[src/rtl/intc0_map.vh]
// Register offsets, field positions and codes of the interrupt control block.
`ifndef INTC0_MAP_VH
`define INTC0_MAP_VH

// Bus geometry.
`define ADDR_W 8
`define DATA_W 32
`define REG_W 8

// Byte offsets of the registers.
`define OFF_CTRL0 8'h00
`define OFF_STATUS 8'h04
`define OFF_MASK 8'h08

// Bit positions in the control register.
`define BIT_UNUSED 7
`define BIT_CMP_FLAG 6
`define BIT_EXT_FLAG 5
`define BIT_GRP0_FLAG 4
`define BIT_CMP_EN 3
`define BIT_EXT_EN 2
`define BIT_GRP0_EN 1
`define BIT_GLOBAL_EN 0

// Bit positions in the status and mask registers.
`define EV_CMP 0
`define EV_EXT 1
`define EV_GRP0 2
`define EV_W 3

// Reset values.
`define CTRL0_RST 8'h00
`define EV_RST 3'h0

// Response codes.
`define RESP_OKAY 2'h0
`define RESP_SLVERR 2'h2

`endif

[src/rtl/interrupt_control_reg0.v]
// First interrupt control register with its AXI4-Lite slave and event interrupt.
//
// Functional notes
// - Top bit of the control register reads zero and ignores writes.
// - Comparator request flag, readable and writable, one means pending.
// - External pin request flag, readable and writable, one means pending.
// - Shared group 0 flag, writable, reads one while a sub-source is pending.
// - Comparator enable bit, zero blocks the comparator request.
// - External enable bit, zero blocks the external pin request.
// - Shared group 0 enable bit, zero blocks that group's request.
// - Global enable in bit 0, zero blocks every core request but not irq_o.

`include "intc0_map.vh"

module interrupt_control_reg0 (
   // Clock, reset and clock enable.
   input wire clk_i,
   input wire rst_n_i,
   input wire ce_i,
   // Event sources.
   input wire cmp_event_i,
   input wire ext_pin_i,
   input wire grp0_pend_i,
   // Requests to the processor core.
   output reg [2:0] core_req_o,
   // Interrupt output.
   output reg irq_o,
   // AXI4-Lite write address channel.
   input wire s_axi_awvalid,
   output reg s_axi_awready,
   input wire [`ADDR_W-1:0] s_axi_awaddr,
   // AXI4-Lite write data channel.
   input wire s_axi_wvalid,
   output reg s_axi_wready,
   input wire [`DATA_W-1:0] s_axi_wdata,
   input wire [3:0] s_axi_wstrb,
   // AXI4-Lite write response channel.
   output reg s_axi_bvalid,
   input wire s_axi_bready,
   output reg [1:0] s_axi_bresp,
   // AXI4-Lite read address channel.
   input wire s_axi_arvalid,
   output reg s_axi_arready,
   input wire [`ADDR_W-1:0] s_axi_araddr,
   // AXI4-Lite read data channel.
   output reg s_axi_rvalid,
   input wire s_axi_rready,
   output reg [`DATA_W-1:0] s_axi_rdata,
   output reg [1:0] s_axi_rresp
);

   // Reset synchroniser state and the internal reset.
   reg rst_meta;
   reg rst_sync;
   wire rst_n;

   // External pin synchroniser and edge history.
   reg ext_meta;
   reg ext_sync;
   reg ext_prev;

   // Control register fields.
   reg cmp_req_flag;
   reg ext_pin_req_flag;
   reg shared_group0_req_flag;
   reg cmp_irq_enable;
   reg ext_irq_enable;
   reg shared_group0_enable;
   reg global_irq_enable;

   // Sticky event status and its mask.
   reg [`EV_W-1:0] ev_status;
   reg [`EV_W-1:0] ev_mask;

   // Captured write address and data.
   reg aw_full;
   reg w_full;
   reg [`ADDR_W-1:0] aw_addr;
   reg [`DATA_W-1:0] w_data;
   reg w_lane0;

   // Decoded write.
   wire wr_go;
   wire wr_ctrl;
   wire wr_status;
   wire wr_mask;
   wire wr_hit;

   // Hardware set terms.
   wire ext_rise;
   wire [`EV_W-1:0] ev_set;

   // Next values of the flags and status.
   reg next_cmp_flag;
   reg next_ext_flag;
   reg next_grp0_flag;
   reg [`EV_W-1:0] next_status;

   // Read side.
   reg [`REG_W-1:0] ctrl0_view;
   reg [`DATA_W-1:0] rd_word;
   reg rd_hit;

   // Reset enters asynchronously and is released through two flip-flops.
   always @(posedge clk_i or negedge rst_n_i) begin
      if (!rst_n_i) begin
         rst_meta <= 1'b0;
         rst_sync <= 1'b0;
      end else begin
         rst_meta <= 1'b1;
         rst_sync <= rst_meta;
      end
   end

   assign rst_n = rst_sync;

   // The pin is asynchronous, so only the second flop feeds the edge detector.
   always @(posedge clk_i or negedge rst_n) begin
      if (!rst_n) begin
         ext_meta <= 1'b0;
         ext_sync <= 1'b0;
         ext_prev <= 1'b0;
      end else if (ce_i) begin
         ext_meta <= ext_pin_i;
         ext_sync <= ext_meta;
         ext_prev <= ext_sync;
      end
   end

   // A rising edge on the pin is one external request.
   assign ext_rise = ext_sync & ~ext_prev;

   // Events that set the sticky status bits.
   assign ev_set[`EV_CMP] = cmp_event_i;
   assign ev_set[`EV_EXT] = ext_rise;
   assign ev_set[`EV_GRP0] = grp0_pend_i & ~shared_group0_req_flag;

   // A write is performed once both address and data are held and no answer waits.
   assign wr_go = aw_full & w_full & ~s_axi_bvalid;
   assign wr_ctrl = wr_go & w_lane0 & ({aw_addr[`ADDR_W-1:2], 2'b00} == `OFF_CTRL0);
   assign wr_status = wr_go & w_lane0 & ({aw_addr[`ADDR_W-1:2], 2'b00} == `OFF_STATUS);
   assign wr_mask = wr_go & w_lane0 & ({aw_addr[`ADDR_W-1:2], 2'b00} == `OFF_MASK);
   assign wr_hit = ({aw_addr[`ADDR_W-1:2], 2'b00} == `OFF_CTRL0) |
                   ({aw_addr[`ADDR_W-1:2], 2'b00} == `OFF_STATUS) |
                   ({aw_addr[`ADDR_W-1:2], 2'b00} == `OFF_MASK);

   // Software may write the flags, but a hardware set in the same cycle wins.
   always @* begin
      next_cmp_flag = cmp_req_flag;
      next_ext_flag = ext_pin_req_flag;
      next_grp0_flag = shared_group0_req_flag;
      if (wr_ctrl) begin
         next_cmp_flag = w_data[`BIT_CMP_FLAG];
         next_ext_flag = w_data[`BIT_EXT_FLAG];
         next_grp0_flag = w_data[`BIT_GRP0_FLAG];
      end
      next_cmp_flag = next_cmp_flag | cmp_event_i;
      next_ext_flag = next_ext_flag | ext_rise;
      // A pending sub-source keeps the group flag up even against a clear.
      next_grp0_flag = next_grp0_flag | grp0_pend_i;
   end

   // Write one clears a status bit; a new event in that cycle keeps it set.
   always @* begin
      next_status = ev_status;
      if (wr_status) begin
         next_status = ev_status & ~w_data[`EV_W-1:0];
      end
      next_status = next_status | ev_set;
   end

   // Control register fields; bit 7 has no storage at all.
   always @(posedge clk_i or negedge rst_n) begin
      if (!rst_n) begin
         cmp_req_flag <= 1'b0;
         ext_pin_req_flag <= 1'b0;
         shared_group0_req_flag <= 1'b0;
         cmp_irq_enable <= 1'b0;
         ext_irq_enable <= 1'b0;
         shared_group0_enable <= 1'b0;
         global_irq_enable <= 1'b0;
      end else if (ce_i) begin
         cmp_req_flag <= next_cmp_flag;
         ext_pin_req_flag <= next_ext_flag;
         shared_group0_req_flag <= next_grp0_flag;
         if (wr_ctrl) begin
            cmp_irq_enable <= w_data[`BIT_CMP_EN];
            ext_irq_enable <= w_data[`BIT_EXT_EN];
            shared_group0_enable <= w_data[`BIT_GRP0_EN];
            global_irq_enable <= w_data[`BIT_GLOBAL_EN];
         end
      end
   end

   // Status, mask and the interrupt line.
   always @(posedge clk_i or negedge rst_n) begin
      if (!rst_n) begin
         ev_status <= `EV_RST;
         ev_mask <= `EV_RST;
         irq_o <= 1'b0;
      end else if (ce_i) begin
         ev_status <= next_status;
         if (wr_mask) begin
            ev_mask <= w_data[`EV_W-1:0];
         end
         // Registered from next values, so the line tracks status without extra lag.
         irq_o <= |(next_status & (wr_mask ? w_data[`EV_W-1:0] : ev_mask));
      end
   end

   // Requests to the core need flag, own enable and the global enable.
   always @(posedge clk_i or negedge rst_n) begin
      if (!rst_n) begin
         core_req_o <= `EV_RST;
      end else if (ce_i) begin
         core_req_o[`EV_CMP] <= cmp_req_flag & cmp_irq_enable & global_irq_enable;
         core_req_o[`EV_EXT] <= ext_pin_req_flag & ext_irq_enable & global_irq_enable;
         core_req_o[`EV_GRP0] <= shared_group0_req_flag & shared_group0_enable &
                                 global_irq_enable;
      end
   end

   // Write channels are taken independently and held until the answer is taken.
   always @(posedge clk_i or negedge rst_n) begin
      if (!rst_n) begin
         s_axi_awready <= 1'b0;
         s_axi_wready <= 1'b0;
         s_axi_bvalid <= 1'b0;
         s_axi_bresp <= `RESP_OKAY;
         aw_full <= 1'b0;
         w_full <= 1'b0;
         aw_addr <= {`ADDR_W{1'b0}};
         w_data <= {`DATA_W{1'b0}};
         w_lane0 <= 1'b0;
      end else if (ce_i) begin
         if (s_axi_awvalid & s_axi_awready) begin
            aw_addr <= s_axi_awaddr;
            aw_full <= 1'b1;
            s_axi_awready <= 1'b0;
         end else if (~aw_full & ~s_axi_bvalid) begin
            s_axi_awready <= 1'b1;
         end
         if (s_axi_wvalid & s_axi_wready) begin
            w_data <= s_axi_wdata;
            w_lane0 <= s_axi_wstrb[0];
            w_full <= 1'b1;
            s_axi_wready <= 1'b0;
         end else if (~w_full & ~s_axi_bvalid) begin
            s_axi_wready <= 1'b1;
         end
         if (wr_go) begin
            aw_full <= 1'b0;
            w_full <= 1'b0;
            s_axi_bvalid <= 1'b1;
            s_axi_bresp <= wr_hit ? `RESP_OKAY : `RESP_SLVERR;
         end else if (s_axi_bvalid & s_axi_bready) begin
            s_axi_bvalid <= 1'b0;
         end
      end
   end

   // Control register view; the unused top bit always reads zero.
   always @* begin
      ctrl0_view = `CTRL0_RST;
      ctrl0_view[`BIT_UNUSED] = 1'b0;
      ctrl0_view[`BIT_CMP_FLAG] = cmp_req_flag;
      ctrl0_view[`BIT_EXT_FLAG] = ext_pin_req_flag;
      ctrl0_view[`BIT_GRP0_FLAG] = shared_group0_req_flag;
      ctrl0_view[`BIT_CMP_EN] = cmp_irq_enable;
      ctrl0_view[`BIT_EXT_EN] = ext_irq_enable;
      ctrl0_view[`BIT_GRP0_EN] = shared_group0_enable;
      ctrl0_view[`BIT_GLOBAL_EN] = global_irq_enable;
   end

   // Read decode; narrow registers sit in the low bits, the rest reads zero.
   always @* begin
      rd_word = {`DATA_W{1'b0}};
      rd_hit = 1'b1;
      case ({s_axi_araddr[`ADDR_W-1:2], 2'b00})
         `OFF_CTRL0: begin
            rd_word[`REG_W-1:0] = ctrl0_view;
         end
         `OFF_STATUS: begin
            rd_word[`EV_W-1:0] = ev_status;
         end
         `OFF_MASK: begin
            rd_word[`EV_W-1:0] = ev_mask;
         end
         default: begin
            rd_hit = 1'b0;
         end
      endcase
   end

   // One read at a time: the data is latched on the address handshake.
   always @(posedge clk_i or negedge rst_n) begin
      if (!rst_n) begin
         s_axi_arready <= 1'b0;
         s_axi_rvalid <= 1'b0;
         s_axi_rdata <= {`DATA_W{1'b0}};
         s_axi_rresp <= `RESP_OKAY;
      end else if (ce_i) begin
         if (s_axi_arvalid & s_axi_arready) begin
            s_axi_arready <= 1'b0;
            s_axi_rvalid <= 1'b1;
            s_axi_rdata <= rd_word;
            s_axi_rresp <= rd_hit ? `RESP_OKAY : `RESP_SLVERR;
         end else if (s_axi_rvalid & s_axi_rready) begin
            s_axi_rvalid <= 1'b0;
         end else if (~s_axi_rvalid) begin
            s_axi_arready <= 1'b1;
         end
      end
   end

endmodule // interrupt_control_reg0

[config.mk]
export PLATFORM = sky130hd
export DESIGN_NAME = interrupt_control_reg0
export DESIGN_NICKNAME = d
export VERILOG_FILES = /design/src/rtl/interrupt_control_reg0.v
export VERILOG_INCLUDE_DIRS = /design/src /design/src/rtl
export SDC_FILE = /design/constraint.sdc
export NUM_CORES = 1
export LEC_CHECK = 0
export ABC_AREA = 1
export ABC_CLOCK_PERIOD_IN_PS = 2000
export BUFFER_PORTS_ARGS = -buffer_cell sky130_fd_sc_hd__buf_2
export CAP_MARGIN = 30
export CORE_UTILIZATION = 47
export DETAILED_ROUTE_END_ITERATION = 10
export PLACE_DENSITY = 0.79
export SYNTH_ARGS = -nofsm -noshare
export SYNTH_HDL_FRONTEND = slang
export SYNTH_SLANG_ARGS = --single-unit
[constraint.sdc]
create_clock -name clk_i -period 2 [get_ports clk_i]
set_input_delay 0.2 -clock clk_i [delete_from_list [all_inputs] [get_ports clk_i]]
set_output_delay 0.2 -clock clk_i [all_outputs]
set_load 0.03 [all_outputs]
==> results.tsv, run 1 <==
stage	metric	value	unit
pwr	p_per_area	1180	mW/mm²
global_route	grt_start_max_net_pins	51	
critical_path	crit_type	flop to flop	
floorplan	start_util	48.6	%
global_route	antenna_found_initial	0	
synthesis	ys_top_cells_by_area	dfrtp_1, nand2_1, buf_4	
critical_path	critPathCaptureType	flop	
sta	min_period	1.58	ns
clock_network	clk_latency	0.31	ns
floorplan	die_w	74.7	µm
hold_path	hp-class	input pin to flop	
pwr	power_frac_comb	29.8	%
layout	final_common_cell	nand2_1	
global_route	track_usage	20.2	%
synthesis	yosys.area.top_type_share	52.4	%
critical_path	cp.arrival	1.76	ns
synthesis	synth_cell_types	26	
job	maxCapViolations	0	
pwr	irDropWorstVdd	0.000635	V
critical_path	startpoint_type	flop	
synthesis	netlist_area	0.00248	mm²
placed_design	dpl.hpwl	3.63	mm
floorplan	die_h	74.7	µm
synthesis	syn_area_per_cell	8.68	µm²
placed_design	port_buffers	48	
pwr	p_sw_share	37.3	%
synthesis	ys_seq_elements	52	
critical_path	path_max_fanout	14	
clock_network	clock-root-buffer	clkbuf_8	
critical_path	crit_required	2.18	ns
pwr	p_clk_share	23.3	%
clock_network	clk_pin_slew	0.09	ns
global_route	grt_pass1_wl	8.35	mm
sta	setup_viol_count_final	0	
sta	relSlewSlack	58.4	%
detailed_routing	routedWlPerCell	12.0	µm
critical_path	critPathTopFamily	simple AND/OR/NAND/NOR gates	
synthesis	post-synth-top-area-cell	dfrtp_1	
layout	final_cell_mix	nand2_1, dfrtp_1, buf_2	
pwr	internal_power	0.00210	W
floorplan	core.rowCount	26	
global_route	globalRouteOverflowTotal	0	
synthesis	yosysSeqAreaShare	52.4	%
synthesis	netlist_instances	286	
critical_path	crit_chain	inv_1 -> nand3_2 -> nor2_4 -> nand4_2 -> nand2_1 -> o221ai_2	
layout	instances_no_fill	409	
global_route	grt_pass1_vias	1851	
clock_network	numCtsBuffers	5	
pwr	leakage	1.49	nW
synthesis	ys_warn_count	0	
detailed_routing	vias	1918	
layout	antennaDiodeCount	0	
detailed_routing	ant_nets	0	
critical_path	path_buf_inv	1	
sta	fin_crit_sh	79.2	%
detailed_routing	drt_iter0_markers	112	
placed_design	gp_congestion	0.854	
floorplan	die-area	0.00557	mm²
floorplan	ios	108	
clock_network	cts_resized	0	
pwr	power	0.00334	W
sta	hold_ws	0.0839	ns
sta	fin_setup_tns	0	ns
critical_path	crit_slowest_cell	dfrtp_1	
layout	nets	401	
clock_network	clock_path_buffers	2	
status	outcome	complete, no violations	
clock_network	cts_tree	yes	
layout	drive_gt1_share	22.1	%
clock_network	cts_max_level	2	
pwr	seqPwrFrac	46.9	%
layout	syn_to_final_growth	14.0	%
sta	rsz0062_at_grt	no	
sta	final-hold-violation-count	0	
sta	drv_slew	0	
critical_path	max_stage_delay	0.43	ns
pwr	p_sw	0.00125	W
sta	max_freq	0.631	GHz
sta	fin_skew	0.0103	ns
detailed_routing	via_per_inst	4.69	
detailed_routing	dr.pass1.iters	4	
clock_network	cts_hold_buffers	1	
clock_network	post_cts_buffers	0	
detailed_routing	drc	0	
sta	worst_pin_slew	0.624	ns
detailed_routing	drt-total-wl	4.90	mm
clock_network	clock_sinks	52	
placed_design	dp.cells	400	
floorplan	fp.coreArea	0.00511	mm²
==> synthesized netlist by cell type (all sizes together) <==
cell type  instances
o211ai             1
a31oi              1
inv               30
or2                1
nand4              3
nand3             15
o31ai              2
a21oi              4
nor2              14
buf               33
nand2             87
o221ai             2
dfrtp             52
conb               2
o21ai             32
nor3               3
o21a               4
==> per-layer routing <==
layer	vias to the layer above	GRT usage [%]	part of all wire [%]
met2	62	33.6	47
li1	956	-	-
met3	10	4.69	4.7
met5	-	0	0
met1	890	25.7	47
met4	0	7.76	1.8
==> logic make-up (layout without fill, tap and decap cells) <==
kind of cell | after synthesis | after routing | synth area share (%)
AO/OA/AOI/OAI | 46 | 46 | 11.4
buffers and inverters | 63 | 90 | 14.2
flip-flops | 52 | 52 | 52.4
other | 2 | 28 | 0.303
AND/OR/NAND/NOR | 123 | 123 | 21.7
==> registers in the layout (all words and copies together) (netlist names), 3 cells and up <==
| name | flops |
|---|---|
| core_req_o | 3 |
| ev_mask | 3 |
| w_data | 7 |
| ev_status | 3 |
| aw_addr | 6 |
| s_axi_rdata | 7 |
==> tightest hold or removal path, cell delays in order <==
cell     delay [ns]
buf_2          0.07
nand2_1        0.04
nand2_1        0.04
==> worst paths after layout <==
path / startpoint / to / slack [ns] / cells after the start
max: s_axi_bvalid$_DFFE_PN0P_ / cmp_req_flag$_DFFE_PN0P_ / 0.42 / 6
min: s_axi_awaddr[4] / aw_addr[4]$_DFFE_PN0P_ / 0.08 / 3
max reg2reg: s_axi_bvalid$_DFFE_PN0P_ / cmp_req_flag$_DFFE_PN0P_ / 0.42 / 6
min reg2reg: rst_meta$_DFF_PN0_ / rst_n$_DFF_PN0_ / 0.35 / 0
max in group asynchronous: rst_n$_DFF_PN0_ / aw_addr[7]$_DFFE_PN0P_ / 1.22 / 1
min in group asynchronous: rst_n_i / rst_meta$_DFF_PN0_ / 0.20 / 2
==> metrics by stage <==
stage / util [%] / setup WS, ns / cell area [µm²]
after global routing: 55.4 / 0.288 / 2830
final: 55.4 / 0.416 / 2830
after floorplan: - / 0.445 / 2580
after CTS: 55.4 / 0.420 / 2830
after global placement: 52.7 / 0.457 / 2690
after detailed placement: 52.7 / 0.447 / 2690
==> final cells by class <==
cell class | count | area [µm²]
Tap cell | 70 | 87.6
Clock buffer | 7 | 96.3
Clock inverter | 1 | 30.0
Timing Repair Buffer | 52 | 273
Multi-Input combinational cell | 197 | 926
Sequential cell | 52 | 1300
Inverter | 30 | 113
Fill cell | 495 | 2280
==> power by group through the flow <==
stage / sequential, W / combinational [W] / clock, W
after global placement: 0.00157 / 0.000955 / 0
after global routing: 0.00161 / 0.00112 / 0.000836
after CTS: 0.00157 / 0.00100 / 0.000797
after floorplan: 0.00170 / 0.000625 / 0
after detailed placement: 0.00158 / 0.000995 / 0
final: 0.00157 / 0.000996 / 0.000779
Note: power is estimated with default switching activity, not from simulation.
==> run 2, diff against run 1 <==
--- a/config.mk
+++ b/config.mk
@@ -7,7 +7,7 @@
 export NUM_CORES = 1
 export LEC_CHECK = 0
 export ABC_AREA = 1
-export ABC_CLOCK_PERIOD_IN_PS = 2000
+export ABC_CLOCK_PERIOD_IN_PS = 1600
 export BUFFER_PORTS_ARGS = -buffer_cell sky130_fd_sc_hd__buf_2
 export CAP_MARGIN = 30
 export CORE_UTILIZATION = 47
==> constraint.sdc (replaced) <==
create_clock -name clk_i -period 1.6 [get_ports clk_i]
set_input_delay 0.16 -clock clk_i [delete_from_list [all_inputs] [get_ports clk_i]]
set_output_delay 0.16 -clock clk_i [all_outputs]
set_load 0.03 [all_outputs]
==> run 2 against run 1 <==
  * Largest cell class unchanged
  * Die area unchanged
  * Sequential cell count unchanged
  * Cell count increased by 0.24%
  * Design area grew 0.71%
  * Clock power is 26% higher
  * Non-clock buffer count is 1 higher
  * Routed wire length is 2.0% lower
  * Maximum frequency grew 8.3%
  * First-iteration DRC count up 9.8%
  * Combinational power is 23% higher
  * Power increased by 25%
==> results.tsv, run 2 (synthesis gave the netlist of run 1 again) <==
stage	metric	value	unit
pwr	irDropWorstVdd	0.000913	V
floorplan	ios	108	
clock_network	clock_path_buffers	2	
detailed_routing	drt-met1-wl	2.21	mm
critical_path	startpoint_type	flop	
global_route	grt_start_max_net_pins	27	
sta	drv_slew	0	
detailed_routing	wl_met2	2.26	mm
global_route	antenna_found_initial	0	
floorplan	die-area	0.00557	mm²
layout	final_cell_mix	nand2_1, dfrtp_1, buf_2	
critical_path	crit_required	1.82	ns
detailed_routing	via_per_inst	4.72	
detailed_routing	drc	0	
detailed_routing	drt_iter0_markers	123	
clock_network	cts_max_level	2	
layout	nets	402	
detailed_routing	drt-total-wl	4.80	mm
floorplan	die_h	74.7	µm
global_route	grt_pass1_wl	8.28	mm
critical_path	r2r-start	aw_addr[5]$_DFFE_PN0P_	
critical_path	path_max_fanout	3	
global_route	globalRouteOverflowTotal	0	
detailed_routing	vias	1935	
sta	relSlewSlack	61.9	%
clock_network	clk_pin_slew	0.09	ns
sta	fin_skew	0.00422	ns
layout	fillers	468	
critical_path	critPathCaptureType	flop	
layout	final_common_cell	nand2_1	
clock_network	cts_hold_buffers	1	
floorplan	core.rowCount	26	
detailed_routing	routedWlPerCell	11.7	µm
layout	syn_to_final_growth	14.8	%
layout	multi_input_area	926	µm²
detailed_routing	topRoutingLayerUsed	met4	
floorplan	die_w	74.7	µm
placed_design	dpl.hpwl	3.59	mm
hold_path	min_to	aw_addr[5]$_DFFE_PN0P_	
placed_design	gp_congestion	0.893	
hold_path	holdCritStartpoint	s_axi_awaddr[5]	
hold_path	min_delay_path_depth	3	
critical_path	cp.arrival	1.68	ns
status	outcome	complete, no violations	
floorplan	fp.coreArea	0.00511	mm²
placed_design	post-place-ws	0.155	ns
sta	min_period	1.46	ns
sta	final.setup.worst_slack	0.137	ns
sta	fin_setup_tns	0	ns
layout	reg_top3	s_axi_rdata x7, w_data x7, aw_addr x6	
global_route	track_usage	19.9	%
detailed_routing	wl_met3	267	µm
critical_path	r2r_slack	0.14	ns
hold_path	hp-class	input pin to flop	
clock_network	clock_sinks	52	
global_route	grt_pass1_vias	1835	
pwr	power	0.00419	W
floorplan	start_util	48.6	%
sta	rsz0062_at_grt	no	
layout	seq_area	0.00130	mm²
layout	antennaDiodeCount	0	
job	maxCapViolations	0	
clock_network	post_cts_buffers	0	
layout	drive_gt1_share	22.4	%
critical_path	r2r-end	irq_o$_DFFE_PN0P_	
sta	fin_crit_sh	91.5	%
sta	worst_pin_slew	0.571	ns
detailed_routing	dr.pass1.iters	4	
sta	max_freq	0.683	GHz
sta	final-hold-violation-count	0	
clock_network	cts_resized	0	
detailed_routing	ant_nets	0	
clock_network	clk_latency	0.31	ns
critical_path	crit_type	flop to flop	
clock_network	numCtsBuffers	5	
placed_design	port_buffers	48	
pwr	leakage	1.50	nW
clock_network	cts_tree	yes	
clock_network	clock-root-buffer	clkbuf_8	
pwr	p_per_area	1470	mW/mm²
critical_path	ff2ff_path_depth	10	
sta	setup_viol_count_final	0	
layout	fin_util	55.8	%
[run 2: cell count changes in the layout (fill, tap and decap cells not counted), sizes merged]
cell	before	now
buf	51	52
[run 2: area by class of cell]
| type | count | share of cell area (%) |
|---|---|---|
| repair buffers | 53 | 10.3 |
| well taps | 70 | 3.08 |
| flip-flops and latches | 52 | 45.7 |
| inverters | 30 | 3.95 |
| multi-input cells | 197 | 32.5 |
| clock inverters | 1 | 1.05 |
| clock buffers | 7 | 3.38 |
[run 2: power breakdown]
group	internal [W]	switching (W)
clock	0.000552	0.000431
combinational	0.000381	0.000847
sequential	0.00169	0.000286
[run 2: metal layers]
| layer | up-vias | global-route usage, % |
|---|---|---|
| met3 | 6 | 4.82 |
| met1 | 919 | 26.2 |
| met4 | 0 | 6.71 |
| li1 | 954 | - |
| met5 | - | 0 |
| met2 | 56 | 32.5 |
[run 2: worst max path at each step]
stage	startpoint	to	slack, ns	cells past startpoint
3_3_place_gp	aw_addr[5]$_DFFE_PN0P_	irq_o$_DFFE_PN0P_	0.17	10
2_1_floorplan	rst_n$_DFF_PN0_	aw_addr[2]$_DFFE_PN0P_	0.05	0
6_report	aw_addr[5]$_DFFE_PN0P_	irq_o$_DFFE_PN0P_	0.14	10
3_5_place_dp	aw_addr[5]$_DFFE_PN0P_	irq_o$_DFFE_PN0P_	0.16	10
5_1_grt	aw_addr[5]$_DFFE_PN0P_	irq_o$_DFFE_PN0P_	0.05	10
4_1_cts	aw_addr[5]$_DFFE_PN0P_	irq_o$_DFFE_PN0P_	0.14	10
[run 2: through the flow]
step           hold WS (ns)  std cells  cell area, µm²
2_1_floorplan        -0.136        312            2580
3_3_place_gp        -0.0542        401            2710
3_5_place_dp        -0.0534        401            2710
4_1_cts              0.0328        410            2850
5_1_grt              0.0443        410            2850
6_report             0.0376        410            2850
[run 2: worst max-delay path, cell delays in order, from the launching register on]
cell and delay [ns]:
dfrtp_1 0.41, nor2_2 0.15, nand2_1 0.11, nor2_1 0.20
nand3_1 0.11, nand2_1 0.08, nand2_1 0.07, nand2_1 0.09
nand3_1 0.07, nand2_1 0.06, inv_1 0.03
==> run 3, diff against run 2 <==
--- a/config.mk
+++ b/config.mk
@@ -6,7 +6,6 @@
 export SDC_FILE = /design/constraint.sdc
 export NUM_CORES = 1
 export LEC_CHECK = 0
-export ABC_AREA = 1
 export ABC_CLOCK_PERIOD_IN_PS = 1600
 export BUFFER_PORTS_ARGS = -buffer_cell sky130_fd_sc_hd__buf_2
 export CAP_MARGIN = 30
==> run 3 against run 2 <==
  * Via count is 12% lower
  * Cell count shrank 16%
  * Power shrank 6.7%
  * First-iteration DRC count decreased by 43%
  * Worst hold slack better by 0.041 ns
  * Non-clock buffer count rose by 5
  * Sequential cell count stayed put
  * Sequential share of layout area decreased by 0.40 points
  * Design area rose by 0.88%
  * Critical endpoint is now shared_group0_enable$_DFFE_PN0P_
==> results.tsv, run 3 <==
stage	metric	value	unit
status	outcome	complete, no violations	
placed_design	dpl.hpwl	3.23	mm
synthesis	synth_flop_cell	dfrtp_1	
critical_path	path_max_fanout	7	
floorplan	die_h	75.2	µm
floorplan	die-area	0.00565	mm²
synthesis	synthSimpleGateAreaFrac	13.3	%
placed_design	place_area	0.00276	mm²
synthesis	synth-xor-area-share	0	%
pwr	power_frac_comb	30.8	%
detailed_routing	drc	0	
pwr	p_clk_share	19.0	%
clock_network	cts_max_level	2	
detailed_routing	via_per_inst	4.94	
synthesis	ys_seq_elements	52	
floorplan	core.rowCount	26	
sta	fin_setup_tns	0	ns
clock_network	numCtsBuffers	5	
global_route	grt_start_max_net_pins	51	
global_route	grt_pass1_vias	1559	
layout	fin_util	55.9	%
synthesis	synth_cell_types	41	
critical_path	startpoint_type	flop	
layout	syn_to_final_growth	14.2	%
hold_path	hp-class	input pin to flop	
pwr	irDropWorstVdd	0.000963	V
critical_path	crit_required	1.79	ns
detailed_routing	routedWlPerCell	12.4	µm
clock_network	clock-root-buffer	clkbuf_8	
sta	min_period	1.54	ns
synthesis	syn_area_per_cell	11.7	µm²
pwr	internal_power	0.00251	W
critical_path	cp.arrival	1.74	ns
clock_network	clk_pin_slew	0.09	ns
layout	antennaDiodeCount	0	
sta	max_freq	0.648	GHz
sta	fin_skew	0.00582	ns
pwr	p_per_area	1360	mW/mm²
synthesis	synth_most_common_cell	dfrtp_1	
floorplan	die_w	75.2	µm
sta	setup_viol_count_final	0	
critical_path	crit_type	flop to flop	
synthesis	async_flop_share	100	%
detailed_routing	drt_iter0_markers	70	
clock_network	clk_latency	0.30	ns
synthesis	synthTopCellsByCount	dfrtp_1, buf_4, mux2_2, nand2_1	
sta	final-hold-violation-count	0	
layout	final_common_cell	dfrtp_1	
global_route	globalRouteOverflowTotal	0	
layout	final_area	0.00287	mm²
synthesis	netlist_instances	215	
synthesis	yosysSeqAreaShare	51.7	%
clock_network	clock_path_buffers	2	
pwr	seqPwrFrac	50.3	%
detailed_routing	dr.pass1.iters	5	
global_route	track_usage	16.8	%
floorplan	ios	108	
sta	fin_crit_sh	96.5	%
pwr	p_sw_share	35.7	%
floorplan	start_util	48.9	%
clock_network	clock_sinks	52	
layout	final_cell_mix	dfrtp_1, buf_2, conb_1	
detailed_routing	vias	1695	
pwr	leakage	1.43	nW
synthesis	synth_edf_count	0	
global_route	grt_pass1_wl	7.12	mm
synthesis	synth_top_family_by_area	simple AND/OR/NAND/NOR gates	
placed_design	gp_congestion	0.841	
critical_path	critPathCaptureType	flop	
synthesis	netlist_area	0.00251	mm²
synthesis	ys_top_cells_by_area	dfrtp_1, mux2_2, buf_4	
detailed_routing	drt-total-wl	4.25	mm
clock_network	cts_tree	yes	
detailed_routing	ant_nets	0	
job	maxCapViolations	0	
placed_design	port_buffers	48	
synthesis	synthAdderAreaFrac	0	%
layout	nets	335	
floorplan	fp.coreArea	0.00514	mm²
layout	reg_top3	s_axi_rdata x7, w_data x7, aw_addr x6	
synthesis	synth_compound_area_share	10.0	%
pwr	p_sw	0.00140	W
global_route	antenna_found_initial	0	
sta	rsz0062_at_grt	no	
synthesis	ys_warn_count	0	
synthesis	synthMuxAreaShare	13.1	%
synthesis	post-synth-top-area-cell	dfrtp_1	
layout	drive_gt1_share	36.3	%
sta	drv_slew	0	
synthesis	yosys.area.top_type_share	51.7	%
-- run 3: changes by cell type after synthesis, sizes merged, moves of 4 or more --
cell    change
nand3      -11
mux2       +24
o21ai      -23
nor2b       +4
nor2        -8
a22o        +8
nand2      -69
clkbuf      +5
buf         -4
mux2i       +6
inv        -21
-- run 3: worst paths after layout --
check                                                      to  slack, ns  cells past startpoint                    from
setup reg to reg             shared_group0_enable$_DFFE_PN0P_       0.06                      4  aw_addr[6]$_DFFE_PN0P_
max in group asynchronous              aw_addr[6]$_DFFE_PN0P_       1.13                      1         rst_n$_DFF_PN0_
hold reg to reg                          ext_prev$_DFFE_PN0P_       0.25                      1         rst_n$_DFF_PN0_
min in group asynchronous                     rst_n$_DFF_PN0_       0.16                      2                 rst_n_i
setup / recovery             shared_group0_enable$_DFFE_PN0P_       0.06                      4  aw_addr[6]$_DFFE_PN0P_
hold / removal             shared_group0_req_flag$_DFFE_PN0P_       0.08                      3             grp0_pend_i
-- run 3: repair_timing --
item	in CTS	in global routing
setup buffers	0	1
hold buffers	1	0
hold endpoints to repair	2	0
resized for setup	0	1
setup endpoints to repair	0	4
-- run 3: worst max-delay path, cell delays in order, from the launching register on --
cell	delay, ns
dfrtp_1	0.42
nor4_4	0.30
buf_4	0.20
nand4_4	0.18
mux2_4	0.34
-- run 3: cell families after synthesis --
kind of cell	Yosys count
mux	30
flops	52
other cells	2
compound gates	35
buf+inv	43
simple gates	53
-- run 3: cell type report --
type | count | area [µm²]
Clock buffer | 5 | 68.8
Clock inverter | 3 | 22.5
Fill cell | 458 | 2270
Inverter | 9 | 33.8
Multi-Input combinational cell | 146 | 1030
Sequential cell | 52 | 1300
Tap cell | 70 | 87.6
Timing Repair Buffer | 58 | 330
-- run 3: metal layers --
metal	vias to the layer above	GRT usage (%)	wire [µm]
met5	-	0	0
met4	0	4.53	40
met3	6	5.49	310
met2	67	27.5	1960
met1	798	21.8	1940
li1	824	-	-
-- run 3: power groups by stage --
stage               clock, W  sequential, W  combinational (W)
floorplan                  0        0.00210           0.000777
global placement           0        0.00198            0.00116
detailed placement         0        0.00200            0.00119
CTS                 0.000775        0.00197            0.00120
global route        0.000821        0.00202            0.00132
finish              0.000741        0.00196            0.00120
-- run 3: stage by stage --
stage                     power [W]  hold slack [ns]  instances  worst slack, ns
after detailed placement    0.00319          -0.0544        333           0.0530
after CTS                   0.00394           0.0619        342           0.0445
final                       0.00391           0.0787        343           0.0567
after floorplan             0.00288           -0.136        241           0.0453
after global routing        0.00416           0.0714        343          0.00251
after global placement      0.00313          -0.0532        333           0.0666
